### config.mk
export PLATFORM = sky130hd
export DESIGN_NAME = hpi_top
export DESIGN_NICKNAME = d
export VERILOG_FILES = /design/src/hdl/hpi_pkg.sv /design/src/hdl/hpi_pin_sync.sv /design/src/hdl/hpi_top.sv
export SDC_FILE = /design/constraint.sdc
export NUM_CORES = 1
export LEC_CHECK = 0
export BUFFER_PORTS_ARGS = -buffer_cell sky130_fd_sc_hd__buf_2
export CAP_MARGIN = 20
export CELL_PAD_IN_SITES_DETAIL_PLACEMENT = 1
export CELL_PAD_IN_SITES_GLOBAL_PLACEMENT = 1
export CORE_UTILIZATION = 40
export CTS_BUF_LIST = sky130_fd_sc_hd__clkbuf_4 sky130_fd_sc_hd__clkbuf_8
export CTS_CLUSTER_SIZE = 30
export DETAILED_ROUTE_END_ITERATION = 16
export PLACE_DENSITY = 0.76
export SETUP_SLACK_MARGIN = 0.02
export SLEW_MARGIN = 10
export SYNTH_ARGS = -nofsm -noshare
export SYNTH_HDL_FRONTEND = slang
export SYNTH_SLANG_ARGS = --single-unit
### constraint.sdc
create_clock -name hclk -period 4.35 [get_ports hclk]
set_input_delay 0.2175 -clock hclk [delete_from_list [all_inputs] [get_ports hclk]]
set_output_delay 0.2175 -clock hclk [all_outputs]
set_load 0.005 [all_outputs]
### src/hdl/hpi_pkg.sv
// constants, field layouts and carriers for the homing parameter interlock
// assumes a single 200 MHz clock and a 32-bit ahb-lite register bus
package hpi_pkg;

	// axis count and bus geometry
	localparam int          NUM_AXES  = 4;
	localparam int          ADDR_BITS = 8;

	// register byte offsets
	localparam logic [7:0]  ADDR_CTRL     = 8'h00;
	localparam logic [7:0]  ADDR_POST_DOG = 8'h04;
	localparam logic [7:0]  ADDR_SHIFT    = 8'h08;
	localparam logic [7:0]  ADDR_DWELL    = 8'h0C;
	localparam logic [7:0]  ADDR_TORQUE   = 8'h10;
	localparam logic [7:0]  ADDR_PROG     = 8'h14;
	localparam logic [7:0]  ADDR_STATUS   = 8'h18;
	localparam logic [7:0]  ADDR_TRAVEL   = 8'h1C;
	localparam logic [7:0]  ADDR_FLAG_SET = 8'h20;

	// control register layout, bits 13:0 hold the struct, bit 16 starts homing
	typedef struct packed {
		logic [3:0] method;
		logic       real_mode;
		logic       test_mode;
		logic       abs_system;
		logic       zphase_pass_option;
		logic       incomplete_stop;
		logic       shift_creep;
		logic       retry_en;
		logic       home_dir;
		logic [1:0] axis;
	} hpi_ctrl_s;
	localparam int          CTRL_W      = 14;
	localparam int          CTRL_START  = 16;
	localparam logic [13:0] CTRL_RESET  = 14'h0220;

	// program start request layout
	localparam int          PROG_HOME_ONLY = 4;
	localparam int          PROG_VIRTUAL   = 5;
	localparam int          PROG_JOG       = 6;

	// status register layout
	localparam int          ST_BUSY     = 4;
	localparam int          ST_DONE     = 5;
	localparam int          ST_ACCEPT   = 6;
	localparam int          ST_REFUSE   = 7;
	localparam int          ST_ZPH_ERR  = 8;
	localparam int          ST_LIM_ERR  = 9;
	localparam int          ST_TRV_BAD  = 10;
	localparam int          ST_CODE_LSB = 16;

	// reset values
	localparam logic [3:0]  FLAGS_RESET   = 4'hF;
	localparam logic [15:0] DWELL_RESET   = 16'h0000;
	localparam logic [15:0] TORQUE_RESET  = 16'h0000;
	localparam logic [7:0]  ERR_NOT_HOMED = 8'h79;

	// homing method encodings
	localparam logic [3:0]  M_DOG1     = 4'h0;
	localparam logic [3:0]  M_DOG2     = 4'h1;
	localparam logic [3:0]  M_COUNT1   = 4'h2;
	localparam logic [3:0]  M_COUNT2   = 4'h3;
	localparam logic [3:0]  M_COUNT3   = 4'h4;
	localparam logic [3:0]  M_DSET1    = 4'h5;
	localparam logic [3:0]  M_DSET2    = 4'h6;
	localparam logic [3:0]  M_CRADLE   = 4'h7;
	localparam logic [3:0]  M_STOP1    = 4'h8;
	localparam logic [3:0]  M_STOP2    = 4'h9;
	localparam logic [3:0]  M_LIMSW    = 4'hA;
	localparam logic [3:0]  M_SCALE    = 4'hB;
	localparam logic [3:0]  M_DOGLESSA = 4'hC;
	localparam logic [3:0]  M_DOGLESSB = 4'hD;
	localparam logic [3:0]  M_DOGLESSC = 4'hE;
	localparam logic [3:0]  M_DRIVER   = 4'hF;

	// dwell unit is one millisecond
	localparam int          CLK_PERIOD_PS = 5000;
	localparam int          DWELL_UNIT_PS = 1000000000;
	localparam int          MS_CYCLES     = DWELL_UNIT_PS / CLK_PERIOD_PS;

	// pin input indices into the synchroniser
	localparam int          PIN_DOG  = 0;
	localparam int          PIN_ZERO = 1;
	localparam int          PIN_STEP = 2;
	localparam int          PIN_LIM  = 3;
	localparam int          PIN_REF  = 4;
	localparam int          PIN_AMP  = 5;
	localparam int          PIN_W    = 5 + NUM_AXES;

	// motion command bundle to the amplifier
	typedef struct packed {
		logic run;
		logic dir;
		logic creep;
		logic torque_lim_en;
	} hpi_motion_s;

endpackage

### src/hdl/hpi_pin_sync.sv
// three-stage synchroniser with agreement filter for pin inputs
// assumes inputs are asynchronous to hclk; output is a clean level
`timescale 1ns/10ps
module hpi_pin_sync #(
	parameter int W = 1
) (
	// clock and reset
	input  wire logic         hclk,
	input  wire logic         hresetn,
	// raw pins and filtered levels
	input  wire logic [W-1:0] pin_raw,
	output logic      [W-1:0] pin_level
);

	logic [W-1:0] stage1;
	logic [W-1:0] stage2;
	logic [W-1:0] stage3;

	// stage1 feeds stage2 only; a change counts when stage2 and stage3 agree
	always_ff @(posedge hclk or negedge hresetn) begin
		if (!hresetn) begin
			stage1    <= '0;
			stage2    <= '0;
			stage3    <= '0;
			pin_level <= '0;
		end else begin
			stage1    <= pin_raw;
			stage2    <= stage1;
			stage3    <= stage2;
			pin_level <= (stage2 & stage3) | (pin_level & (stage2 | stage3));
		end
	end

endmodule

### src/hdl/hpi_top.sv
// homing sequencer, homing parameters and servo-program start interlock
// assumes one ahb-lite master, 200 MHz hclk, sensor pins asynchronous
//
// How it works
// - count method: travel distance after dog, then zero
// - zphase pass option 1 lifts that restriction
// - retry pauses for dwell at each reversal
// - retry only for dog, count, cradle, dogless A
// - shift moves from zero by signed amount
// - nonzero shift runs at homing or creep speed
// - shift ignored for data set, stopper, driver
// - post-dog travel overflow marks monitor invalid
// - creep torque limit only for stopper methods
// - setting 1 refuses programs on unhomed axes
// - refused start raises minor error 121
// - jog and manual pulser always allowed
// - non-absolute system sets request flag at power-up
// - test mode interlocks the same way
// - interlock real mode only, virtual axes run
// - setting 0 starts programs regardless of flag
//
// Decided for this implementation: the register addresses and the AHB-Lite interface to the registers.
`timescale 1ns/10ps
module hpi_top #(
	parameter int MS_CYCLES = hpi_pkg::MS_CYCLES
) (
	// clock and reset
	input  wire logic                          hclk,
	input  wire logic                          hresetn,
	// ahb-lite slave
	input  wire logic                          hsel,
	input  wire logic [31:0]                   haddr,
	input  wire logic [1:0]                    htrans,
	input  wire logic                          hwrite,
	input  wire logic [2:0]                    hsize,
	input  wire logic [31:0]                   hwdata,
	input  wire logic                          hready,
	output logic                               hreadyout,
	output logic                               hresp,
	output logic [31:0]                        hrdata,
	// sensor and amplifier pins
	input  wire logic                          dog_in,
	input  wire logic                          zero_pulse_in,
	input  wire logic                          enc_step_in,
	input  wire logic                          limit_in,
	input  wire logic                          ref_passed_in,
	input  wire logic [hpi_pkg::NUM_AXES-1:0]  amp_power_up_in,
	// motion command
	output hpi_pkg::hpi_motion_s               motion,
	output logic [15:0]                        torque_limit,
	// program start answer and axis flags
	output logic [hpi_pkg::NUM_AXES-1:0]       homing_request_flag,
	output logic                               prog_go,
	output logic                               prog_err
);
	import hpi_pkg::*;

	typedef enum logic [2:0] {S_IDLE, S_FAST, S_DWELL, S_COUNT, S_SEEK, S_SHIFT, S_PRESS, S_DONE} hpi_state_e;

	// method decoders used by sequencer and checks
	function automatic logic retry_ok(input logic [3:0] m);
		retry_ok = (m == M_DOG1) || (m == M_DOG2) || (m == M_COUNT1) || (m == M_COUNT2) ||
		           (m == M_COUNT3) || (m == M_CRADLE) || (m == M_DOGLESSA);
	endfunction
	function automatic logic shift_ok(input logic [3:0] m);
		shift_ok = !((m == M_DSET1) || (m == M_DSET2) || (m == M_STOP1) || (m == M_STOP2) || (m == M_DRIVER));
	endfunction
	function automatic logic is_count(input logic [3:0] m);
		is_count = (m == M_COUNT1) || (m == M_COUNT2) || (m == M_COUNT3);
	endfunction
	function automatic logic is_stopper(input logic [3:0] m);
		is_stopper = (m == M_STOP1) || (m == M_STOP2);
	endfunction

	// registers
	hpi_ctrl_s          ctrl;
	logic [31:0]        post_dog;
	logic [31:0]        shift_amt;
	logic [15:0]        dwell_ms;
	logic [15:0]        torque_reg;
	logic [31:0]        travel_mon;
	logic               travel_bad;
	logic               done_flag;
	logic               accept_flag;
	logic               refuse_flag;
	logic               zph_err;
	logic               lim_err;
	logic [7:0]         err_code;
	// bus data phase
	logic               dph_wr;
	logic [7:0]         dph_addr;
	// sequencer
	hpi_state_e         state;
	hpi_state_e         next_state;
	logic [3:0]         meth_lat;
	logic [1:0]         axis_lat;
	logic [31:0]        post_lat;
	logic [31:0]        sh_lat;
	logic               dir_q;
	logic [31:0]        cnt;
	logic [31:0]        ms_cnt;
	logic               step_q;
	logic               zero_q;
	logic [NUM_AXES-1:0] amp_q;
	logic               lim_hold;
	logic [PIN_W-1:0]   pins;

	// pin conditioning
	hpi_pin_sync #(.W(PIN_W)) u_sync (
		.hclk      (hclk),
		.hresetn   (hresetn),
		.pin_raw   ({amp_power_up_in, ref_passed_in, limit_in, enc_step_in, zero_pulse_in, dog_in}),
		.pin_level (pins)
	);

	// bus decode
	wire                addr_ph   = hsel && htrans[1] && hready;
	wire [7:0]          a_addr    = haddr[7:0];
	wire                wr_ctrl   = dph_wr && (dph_addr == ADDR_CTRL);
	wire                wr_prog   = dph_wr && (dph_addr == ADDR_PROG);
	wire                wr_fset   = dph_wr && (dph_addr == ADDR_FLAG_SET);
	wire                start_req = wr_ctrl && hwdata[CTRL_START];
	wire hpi_ctrl_s     ctrl_wd   = hwdata[CTRL_W-1:0];
	// edges of filtered pins
	wire                step_rise = pins[PIN_STEP] && !step_q;
	wire                zero_rise = pins[PIN_ZERO] && !zero_q;
	wire [NUM_AXES-1:0] amp_rise  = pins[PIN_AMP +: NUM_AXES] & ~amp_q;
	// only read with start_req: the start write carries its own pass option
	wire                ref_ok    = pins[PIN_REF] || ctrl_wd.zphase_pass_option;
	// a limit being backed away from after a retry must not trigger again
	wire                lim_hit   = pins[PIN_LIM] && !lim_hold;
	wire [31:0]         sh_mag    = sh_lat[31] ? (32'h0000_0000 - sh_lat) : sh_lat;
	wire                do_shift  = shift_ok(meth_lat) && (sh_lat != 32'h0000_0000);
	wire [32:0]         trv_sum   = {post_lat[31], post_lat} + {sh_lat[31], sh_lat};
	wire                trv_ovf   = trv_sum[32] ^ trv_sum[31];
	wire                ms_tick   = (state == S_DWELL) && (ms_cnt == 32'(MS_CYCLES - 1));

	// start interlock; test mode deliberately plays no part
	wire [NUM_AXES-1:0] prog_axes = hwdata[NUM_AXES-1:0];
	wire                exempt    = hwdata[PROG_HOME_ONLY] || hwdata[PROG_JOG] || hwdata[PROG_VIRTUAL];
	wire                refuse    = ctrl.incomplete_stop && ctrl.real_mode && !exempt &&
	                                |(prog_axes & homing_request_flag);

	// request flag set sources; set beats the done clear
	wire [NUM_AXES-1:0] flag_set  = (wr_fset ? hwdata[NUM_AXES-1:0] : '0) |
	                                (ctrl.abs_system ? '0 : amp_rise);
	wire [NUM_AXES-1:0] flag_clr  = (state == S_DONE) ? (NUM_AXES'(1) << axis_lat) : '0;

	// read mux
	wire [31:0]         status_w  = {8'h00, err_code, 5'h00, travel_bad, lim_err, zph_err, refuse_flag,
	                                 accept_flag, done_flag, (state != S_IDLE), homing_request_flag};
	logic [31:0]        rd_mux;
	always_comb begin
		case (a_addr)
			ADDR_CTRL:     rd_mux = {18'h0_0000, ctrl};
			ADDR_POST_DOG: rd_mux = post_dog;
			ADDR_SHIFT:    rd_mux = shift_amt;
			ADDR_DWELL:    rd_mux = {16'h0000, dwell_ms};
			ADDR_TORQUE:   rd_mux = {16'h0000, torque_reg};
			ADDR_STATUS:   rd_mux = status_w;
			ADDR_TRAVEL:   rd_mux = travel_mon;
			default:       rd_mux = 32'h0000_0000;
		endcase
	end

	// ahb slave: zero wait states, always okay
	always_ff @(posedge hclk or negedge hresetn) begin
		if (!hresetn) begin
			dph_wr    <= 1'b0;
			dph_addr  <= 8'h00;
			hrdata    <= 32'h0000_0000;
			hreadyout <= 1'b0;
			hresp     <= 1'b0;
		end else begin
			dph_wr    <= addr_ph && hwrite;
			dph_addr  <= a_addr;
			hreadyout <= 1'b1;
			hresp     <= 1'b0;
			if (addr_ph && !hwrite) begin
				hrdata <= rd_mux;
			end
		end
	end

	// parameter registers
	always_ff @(posedge hclk or negedge hresetn) begin
		if (!hresetn) begin
			ctrl       <= CTRL_RESET;
			post_dog   <= 32'h0000_0000;
			shift_amt  <= 32'h0000_0000;
			dwell_ms   <= DWELL_RESET;
			torque_reg <= TORQUE_RESET;
		end else if (dph_wr) begin
			case (dph_addr)
				ADDR_CTRL:     ctrl       <= hwdata[CTRL_W-1:0];
				ADDR_POST_DOG: post_dog   <= hwdata;
				ADDR_SHIFT:    shift_amt  <= hwdata;
				ADDR_DWELL:    dwell_ms   <= hwdata[15:0];
				ADDR_TORQUE:   torque_reg <= hwdata[15:0];
				default:       ;
			endcase
		end
	end

	// request flags and program start answer
	always_ff @(posedge hclk or negedge hresetn) begin
		if (!hresetn) begin
			homing_request_flag <= FLAGS_RESET;
			prog_go             <= 1'b0;
			prog_err            <= 1'b0;
			accept_flag         <= 1'b0;
			refuse_flag         <= 1'b0;
			err_code            <= 8'h00;
		end else begin
			homing_request_flag <= (homing_request_flag & ~flag_clr) | flag_set;
			prog_go             <= wr_prog && !refuse;
			prog_err            <= wr_prog && refuse;
			if (wr_prog) begin
				accept_flag <= !refuse;
				refuse_flag <= refuse;
				err_code    <= refuse ? ERR_NOT_HOMED : 8'h00;
			end
		end
	end

	// sequencer next state
	always_comb begin
		next_state = state;
		case (state)
			S_IDLE: begin
				if (start_req && ref_ok) begin
					if ((hwdata[13:10] == M_DSET1) || (hwdata[13:10] == M_DSET2)) begin
						next_state = S_DONE;
					end else if (is_stopper(hwdata[13:10])) begin
						next_state = S_PRESS;
					end else if (hwdata[13:10] == M_DRIVER) begin
						next_state = S_SEEK;
					end else begin
						next_state = S_FAST;
					end
				end
			end
			S_FAST: begin
				if (pins[PIN_DOG]) begin
					next_state = is_count(meth_lat) ? S_COUNT : S_SEEK;
				end else if (lim_hit) begin
					next_state = (ctrl.retry_en && retry_ok(meth_lat)) ? S_DWELL : S_IDLE;
				end
			end
			S_DWELL:   next_state = (cnt >= {16'h0000, dwell_ms}) ? S_FAST : S_DWELL;
			S_COUNT:   next_state = (cnt >= post_lat) ? S_SEEK : S_COUNT;
			S_SEEK: begin
				if (zero_rise) begin
					next_state = do_shift ? S_SHIFT : S_DONE;
				end
			end
			S_SHIFT:   next_state = (cnt >= sh_mag) ? S_DONE : S_SHIFT;
			S_PRESS:   next_state = pins[PIN_LIM] ? S_DONE : S_PRESS;
			S_DONE:    next_state = S_IDLE;
			default:   next_state = S_IDLE;
		endcase
	end

	// sequencer state, counters and latched parameters
	always_ff @(posedge hclk or negedge hresetn) begin
		if (!hresetn) begin
			state    <= S_IDLE;
			meth_lat <= M_DOG1;
			axis_lat <= 2'h0;
			post_lat <= 32'h0000_0000;
			sh_lat   <= 32'h0000_0000;
			dir_q    <= 1'b0;
			cnt      <= 32'h0000_0000;
			ms_cnt   <= 32'h0000_0000;
			step_q   <= 1'b0;
			zero_q   <= 1'b0;
			amp_q    <= '0;
			lim_hold <= 1'b0;
		end else begin
			state  <= next_state;
			step_q <= pins[PIN_STEP];
			zero_q <= pins[PIN_ZERO];
			amp_q  <= pins[PIN_AMP +: NUM_AXES];
			lim_hold <= (state == S_FAST && next_state == S_DWELL) || (lim_hold && pins[PIN_LIM]);
			ms_cnt <= (state == S_DWELL && !ms_tick) ? ms_cnt + 32'h0000_0001 : 32'h0000_0000;
			if (state != next_state) begin
				cnt <= 32'h0000_0000;
			end else if ((step_rise && (state == S_COUNT || state == S_SHIFT)) || ms_tick) begin
				cnt <= cnt + 32'h0000_0001;
			end
			if (state == S_IDLE && start_req) begin
				meth_lat <= hwdata[13:10];
				axis_lat <= hwdata[1:0];
				dir_q    <= hwdata[2];
				post_lat <= post_dog;
				sh_lat   <= shift_amt;
			end else if (state == S_FAST && next_state == S_DWELL) begin
				dir_q <= !dir_q;
			end else if (next_state == S_SHIFT && state != S_SHIFT) begin
				dir_q <= !sh_lat[31];
			end
		end
	end

	// outcome flags and monitor; a new start clears done and limit error, the travel monitor and its bad flag keep their values
	always_ff @(posedge hclk or negedge hresetn) begin
		if (!hresetn) begin
			done_flag  <= 1'b0;
			zph_err    <= 1'b0;
			lim_err    <= 1'b0;
			travel_bad <= 1'b0;
			travel_mon <= 32'h0000_0000;
		end else if (state == S_IDLE && start_req) begin
			done_flag <= 1'b0;
			zph_err   <= !ref_ok;
			lim_err   <= 1'b0;
		end else if (state == S_DONE) begin
			done_flag <= 1'b1;
			if (is_count(meth_lat)) begin
				travel_mon <= trv_sum[31:0];
				travel_bad <= trv_ovf;
			end
		end else if (state == S_FAST && next_state == S_IDLE) begin
			lim_err <= 1'b1;
		end
	end

	// motion command; creep torque limit only while pressing a stopper
	always_ff @(posedge hclk or negedge hresetn) begin
		if (!hresetn) begin
			motion       <= '0;
			torque_limit <= 16'h0000;
		end else begin
			motion.run           <= (state == S_FAST) || (state == S_COUNT) || (state == S_SEEK) ||
			                        (state == S_SHIFT) || (state == S_PRESS);
			motion.dir           <= dir_q;
			motion.creep         <= (state == S_SEEK) || (state == S_PRESS) ||
			                        ((state == S_SHIFT) && ctrl.shift_creep);
			motion.torque_lim_en <= (state == S_PRESS) && is_stopper(meth_lat);
			torque_limit         <= torque_reg;
		end
	end
endmodule

After elaboration in Yosys (flattened, before gate mapping)
Cells that the tools add are included.
{"block": "word_totals", "register_bits": 405, "latch_bits": 0, "ramBits": 0, "rom_bits": 0, "input_bits": 83, "out_inout_bits": 60, "wordCells": 230, "memories": 0}
{"block": "op_classes", "addsub": 4, "n_mul": 0, "n_div": 0, "magnitude_cmp": 3, "eq_ne": 41, "n_shift": 1, "n_mux": 32, "bitwise_logic": 13, "reduce_logical": 86}
{"cell": "32-bit one-hot mux with 7 select lines", "count": 1}
{"cell": "32-bit 2-to-1 mux", "count": 4}
{"cell": "32-bit by 1-bit adder with 32-bit output (second input constant)", "count": 2}
{"cell": "32-bit greater-or-equal comparator", "count": 2}
{"cell": "8-bit by 5-bit == test with 1-bit output (second input constant)", "count": 5}
{"cell": "32-bit by 32-bit adder with 33-bit output", "count": 1}
{"cell": "32-bit by 18-bit == test with 1-bit output (second input constant)", "count": 1}
{"cell": "8-bit by 4-bit == test with 1-bit output (second input constant)", "count": 4}
{"cell": "32-bit by 16-bit greater-or-equal comparator with 1-bit output", "count": 1}
{"cell": "32-bit nonzero test", "count": 1}
{"cell": "1-bit by 32-bit subtractor with 32-bit output (first input constant)", "count": 1}
{"cell": "1-bit logical AND", "count": 29}
{"cell": "4-bit == test (second input constant)", "count": 7}
{"cell": "1-bit logical OR", "count": 27}
{"cell": "3-bit 2-to-1 mux", "count": 9}
{"cell": "4-bit by 3-bit == test with 1-bit output (second input constant)", "count": 6}
{"cell": "3-bit one-hot mux with 8 select lines", "count": 1}
{"cell": "9-bit bitwise AND", "count": 2}
{"cell": "9-bit OR", "count": 2}
{"cell": "8-bit by 3-bit == test with 1-bit output (second input constant)", "count": 2}
{"cell": "8-bit logical NOT", "count": 2}
{"cell": "3-bit == test (second input constant)", "count": 5}
{"cell": "4-bit bitwise AND", "count": 3}
{"cell": "4-bit 2-to-1 mux", "count": 3}
{"cell": "other kinds (24)", "count": 59}

Depth between registers and ports, before layout
{"block": "logic_depth", "depth_word": 17, "mapped_depth": 18, "ltp_nobuf": 17}

By module
Synthesis repeated with hierarchy kept, for this count alone.
{"block": "hier_totals", "cells_unflattened": 1917, "area_unflattened_um2": 19934.1}
{"mod": "hpi_top", "n_inst": 1, "cells_per_inst": 1872, "area_per_inst_um2": 18931.9, "seq_area_each_um2": 9041.2}
{"mod": "hpi_pin_sync", "n_inst": 1, "cells_per_inst": 45, "area_per_inst_um2": 1002.2, "seq_area_each_um2": 900.9}

Least setup slack after synthesis
Ideal clock, no wire load.
{"block": "synth_timing", "path_kind": "register to register", "startpoint": "register sh_lat[11]", "endpoint": "register cnt[22]", "setup_ns": 0.086, "arrival_time_ns": 4.443, "required_time_ns": 4.264, "setup_slack_ns": -0.179, "path_stages_with_launch": 17, "n_path_buf": 1, "period_less_slack_ns": 4.529, "path_cell_list": "dfrtp_1 > or4_1 > or3_1 > nand2b_1 > or3_1 > nand2b_1 > or4_1 > ha_1 > and4_1 > nor2b_1 > o211a_1 > a2111oi_0 > o311ai_1 > nor2_1 > o21ai_1 > buf_2 > nor3_1"}
{"block": "synth_via", "elab_chain_cells": 7, "elab_cells_between_ends": 12, "cone_classes": "1 x add/sub; 1 x order compare; 1 x eq/ne; 6 x mux; 3 x reduce/logical"}
{"item": "start: declaration", "line": "hpi_top.sv:98", "rtl": "logic [31:0] sh_lat;"}
{"item": "start signal: assignment", "line": "hpi_top.sv:296", "rtl": "sh_lat <= shift_amt;"}
{"item": "1-bit by 32-bit subtractor with 32-bit output / 32-bit nonzero test (equally long branches)", "line": "hpi_top.sv:132, hpi_top.sv:133"}
{"item": "32-bit 2-to-1 mux / 1-bit logical AND (equally long branches)", "line": "hpi_top.sv:132, hpi_top.sv:133"}
{"item": "32-bit greater-or-equal comparator / 2-bit 2-to-1 mux (equally long branches)", "line": "hpi_top.sv:257, hpi_top.sv:254"}
{"item": "2-bit 2-to-1 mux / 3-bit 2-to-1 mux (equally long branches)", "line": "hpi_top.sv:257, hpi_top.sv:253"}
{"item": "3-bit one-hot mux with 8 select lines (*)", "line": "hpi_top.sv:229", "rtl": "case (state)"}
{"item": "3-bit != test (*)", "line": "hpi_top.sv:286", "rtl": "if (state != next_state) begin"}
{"item": "32-bit 2-to-1 mux / 2-bit nonzero test (equally long branches)"}
{"item": "end signal: assignment", "line": "hpi_top.sv:289", "rtl": "cnt <= cnt + 32'h0000_0001;"}
{"item": "end: declaration", "line": "hpi_top.sv:100", "rtl": "logic [31:0] cnt;"}
Mark *: on every way between the ends. The rest lies on a longest branch, timed or not.
A chain may end at the register's enable or synchronous reset.

Worst setup path after layout
{"block": "layout_timing", "startpoint": "register sh_lat[11]", "endpoint": "register dir_q"}
{"block": "layout_via", "elab_chain_cells": 9, "elab_cells_between_ends": 16, "cone_classes": "1 x add/sub; 1 x order compare; 2 x eq/ne; 7 x mux; 5 x reduce/logical"}
{"item": "1-bit by 32-bit subtractor with 32-bit output / 32-bit nonzero test (equally long branches)", "line": "hpi_top.sv:132, hpi_top.sv:133"}
{"item": "32-bit 2-to-1 mux / 1-bit logical AND (equally long branches)", "line": "hpi_top.sv:132, hpi_top.sv:133"}
{"item": "32-bit greater-or-equal comparator / 2-bit 2-to-1 mux (equally long branches)", "line": "hpi_top.sv:257, hpi_top.sv:254"}
{"item": "2-bit 2-to-1 mux / 3-bit 2-to-1 mux (equally long branches)", "line": "hpi_top.sv:257, hpi_top.sv:253"}
{"item": "3-bit one-hot mux with 8 select lines (*)", "line": "hpi_top.sv:229"}
{"item": "3-bit by 2-bit == test with 1-bit output", "line": "hpi_top.sv:297", "rtl": "end else if (state == S_FAST && next_state == S_DWELL) begin"}
{"item": "1-bit logical AND", "line": "hpi_top.sv:297"}
{"item": "1-bit 2-to-1 mux", "line": "hpi_top.sv:297"}
{"item": "1-bit 2-to-1 mux", "line": "hpi_top.sv:291", "rtl": "if (state == S_IDLE && start_req) begin"}
{"item": "end signal: assignment", "line": "hpi_top.sv:294", "rtl": "dir_q <= hwdata[2];"}
{"item": "end signal: assignment", "line": "hpi_top.sv:298", "rtl": "dir_q <= !dir_q;"}
{"item": "end signal: assignment", "line": "hpi_top.sv:300", "rtl": "dir_q <= !sh_lat[31];"}
{"item": "end: declaration", "line": "hpi_top.sv:99", "rtl": "logic dir_q;"}
Marked as above.

==> results.md <==
* Final net count at 2353
* Drt pass-1 iters at 7
* Leak pwr at 11.9 nW
* Relative slew margins at 0.313
* YS warnings at 0
* Largest stage delay, worst path at 0.53 ns
* Initial DRC count at 1220
* Total grt overflow at 0
* Post-DP HPWL at 43200 µm
* Placer's final routability congestion estimate at 0.889
* Synth unique cells at 81
* Final Util at 0.496
* Worst EP arrival at 5.24 ns
* Worst-path cell chain: or4_4, or3_4, nand2b_4, or3_4, nand2b_4, or4_4, ha_4, and4_4, nor2b_4, nand3_2, or3_1, o21ai_1, a311o_1, nor2_4, buf_6, or3_4, o211a_1
* Final worst-path cycle share at 1.08
* Area after DPL at 0.0217 mm²
* Top cell by count, worst path: or3_4
* Crit. End Element: register
* Tightest Hold Check Type: in2reg
* Worst VDD drop at 312 µV
* Avg Inst Size Synth at 10.4 µm²
* Slowest-stage cell, CP: or4_4
* Clk_lat worst skew at 0.68 ns
* Post-layout min period at 4.68 ns
* Asr flop ratio synth at 1.00
* Power density over the cells at 398 mW/mm²
* Post-DRT Antenna Nets at 0
* Num Clock Sinks at 397
* Final hold violation count at 0
* Required time of the critical path at 4.91 ns
* Initial antenna violation count at 2
* Total number of vias at 16348
* Mapped Cells at 1929
* Post-synthesis sequential area ratio at 0.498
* Clk buf depth at 3
* Clk pwr share at 0.406
* Area Growth Syn to Fin at 21.8%
* Post-synth EDFFs at 0
* Reg power frac at 0.409
* TritonCTS clock tree: done
* Design area at 0.0243 mm²
* Status: finished with violations
* Htree depth at 3
* NetSw at 0.00297 W
* FP Rows at 81
* Die Ht at 225 µm
* Syn_nets at 2128
* Slew Viols, Final at 0
* Max_cap viols at 0
* Worst-path maximum fanout at 4
* Starting Density at 0.407
* Unrepaired setup endpoints after global routing: yes
* Pin count of the biggest net entering global routing at 120
* Failing checks: setup timing
* First-pass GRT wire length at 101000 µm
* IO Count at 143
* Top FF cell, synth: dfrtp_1
* Skew final at 0.0445 ns
* Combinational group share of total power at 0.186
* Share of layout cells above drive strength 1 at 0.230
* CTS Buf Count at 71
* Final setup vio count at 36
* Drc violations at 0
* WL/cell at 22.2 µm
* Delay-heaviest family, CP: simple AND/OR/NAND/NOR gates
* Yosys reg bits at 397
* Worst-path clk slew at 0.07 ns
* Clock Tree Root: clkbuf_8
* Routed wire length at 63700 µm
* Sw Share at 0.307
* Synth Cell Area at 0.0200 mm²
* GRT Util Overall at 0.257
* Internal power at 0.00671 W
* Vias in the first global route at 17865
* Worst setup path category: reg2reg
* Setup ws final at -0.328 ns
* PortBufs at 113
* Fmax at 214 MHz
* Slew @ Worst Pin at 1.02 ns
* Die W at 225 µm
* Worst Path Buf+Inv at 1
* Vias per cell at 5.69
* Core Region at 0.0491 mm²
* Die Area at 0.0508 mm²
* Antenna cell count at 0
* Nature of the critical path startpoint: register
-- path summary, 6_finish.rpt --
check	startpoint	to	slack, ns	cells past startpoint
max	sh_lat[11]$_DFFE_PN0P_	dir_q$_DFFE_PN0P_	-0.33	17
min	hwdata[16]	post_dog[16]$_DFFE_PN0P_	0.09	2
max reg2reg	sh_lat[11]$_DFFE_PN0P_	dir_q$_DFFE_PN0P_	-0.33	17
min reg2reg	u_sync.stage1[4]$_DFF_PN0_	u_sync.stage2[4]$_DFF_PN0_	0.35	0
max in group asynchronous	hresetn	post_lat[0]$_DFFE_PN0P_	2.89	3
min in group asynchronous	hresetn	hrdata[30]$_DFFE_PN0P_	0.22	2
-- Yosys cell counts (6+ instances only) --
| library cell | n | area (µm²) |
|---|---|---|
| dfrtp_1 | 391 | 9780 |
| nor2_1 | 99 | 372 |
| o21ai_0 | 125 | 626 |
| xor2_1 | 78 | 683 |
| nand3_1 | 54 | 270 |
| a211oi_1 | 10 | 75.1 |
| xnor2_1 | 35 | 307 |
| a21o_1 | 38 | 285 |
| buf_1 | 10 | 37.5 |
| a22o_1 | 15 | 131 |
| ha_1 | 115 | 1440 |
| nand2_1 | 273 | 1020 |
| a222oi_1 | 22 | 220 |
| and3_1 | 20 | 125 |
| or3_1 | 14 | 87.6 |
| a22oi_1 | 36 | 270 |
| a21oi_1 | 78 | 390 |
| mux2_2 | 114 | 1280 |
| clkbuf_1 | 62 | 233 |
| nand4_1 | 33 | 206 |
| or4_1 | 6 | 45.0 |
| nor4_1 | 18 | 113 |
| nand2b_1 | 21 | 131 |
| nor2b_1 | 8 | 50.1 |
| maj3_1 | 9 | 90.1 |
| o31ai_1 | 16 | 120 |
| dfstp_2 | 6 | 158 |
| nor3_1 | 49 | 245 |
| inv_1 | 72 | 270 |
-- logic make-up (layout without fill, tap and decap cells) --
group	Yosys count	after routing	synth area share
simple gates	632	632	0.150
flops	397	397	0.498
buf+inv	150	429	0.0287
fa+ha+maj	125	125	0.0775
other cells	2	2	0.000376
compound gates	393	393	0.130
mux	117	117	0.0664
xor+xnor	113	113	0.0495
-- what timing repair did --
action                                  in CTS  in global routing
endpoints found under the hold margin      220                  0
pin swaps                                   12                 34
endpoints found under the setup margin      36                 36
hold buffers                                51                  0
gates resized for setup                     48                 45
cloned                                       2                  1
buffers inserted                             6                  3
-- area by class of cell --
type                            count  area, µm²
Inverter                           72        270
Fill cell                        5415      24700
Clock inverter                     20        213
Timing Repair Buffer              230       1740
Tap cell                          664        831
Clock buffer                      107       1370
Multi-Input combinational cell   1382       9960
Sequential cell                   397       9940
-- routing by layer --
layer / part of all wire / GRT usage / vias to the layer above
met1: 0.43 / 0.324 / 8379
met2: 0.49 / 0.433 / 449
met5: 0 / 0 / -
li1: - / - / 7365
met4: 0.038 / 0.119 / 0
met3: 0.045 / 0.0392 / 155
-- cell usage in the layout (no fill, tap or decap), types with 38 or more instances in the layout --
cell type      instances
dfrtp_1              391
ha_1                 114
nand3_1               53
inv_1                 71
a21o_1                38
xor2_1                78
buf_2                112
mux2_2               114
nand2_1              272
a21oi_1               75
nor2_1                94
dlygate4sd3_1         51
buf_4                 53
clkbuf_8              91
o21ai_0              118
-- power by group through the flow --
stage                     Combinational [W]  Clock [W]  Sequential (W)
after floorplan                    0.000686          0         0.00394
after global placement              0.00103          0         0.00401
after detailed placement            0.00110          0         0.00402
after CTS                           0.00152    0.00403         0.00396
after global routing                0.00189    0.00418         0.00397
final                               0.00180    0.00393         0.00396
-- metrics by stage --
| stage | TNS, ns | setup slack, ns | hold WS [ns] | std cells | power (W) |
|---|---|---|---|---|---|
| 2_1_floorplan | -0.0378 | -0.0378 | -0.0781 | 1929 | 0.00462 |
| 3_3_place_gp | -9.04 | -0.276 | 0.330 | 2683 | 0.00505 |
| 5_1_grt | -14.16 | -0.484 | 0.0647 | 2872 | 0.0100 |
| 3_5_place_dp | -11.38 | -0.418 | 0.327 | 2684 | 0.00512 |
| 4_1_cts | -9.17 | -0.329 | 0.0241 | 2870 | 0.00950 |
| 6_report | -8.46 | -0.328 | 0.0897 | 2872 | 0.00968 |
No activity file was read; power rests on OpenSTA's default activity.
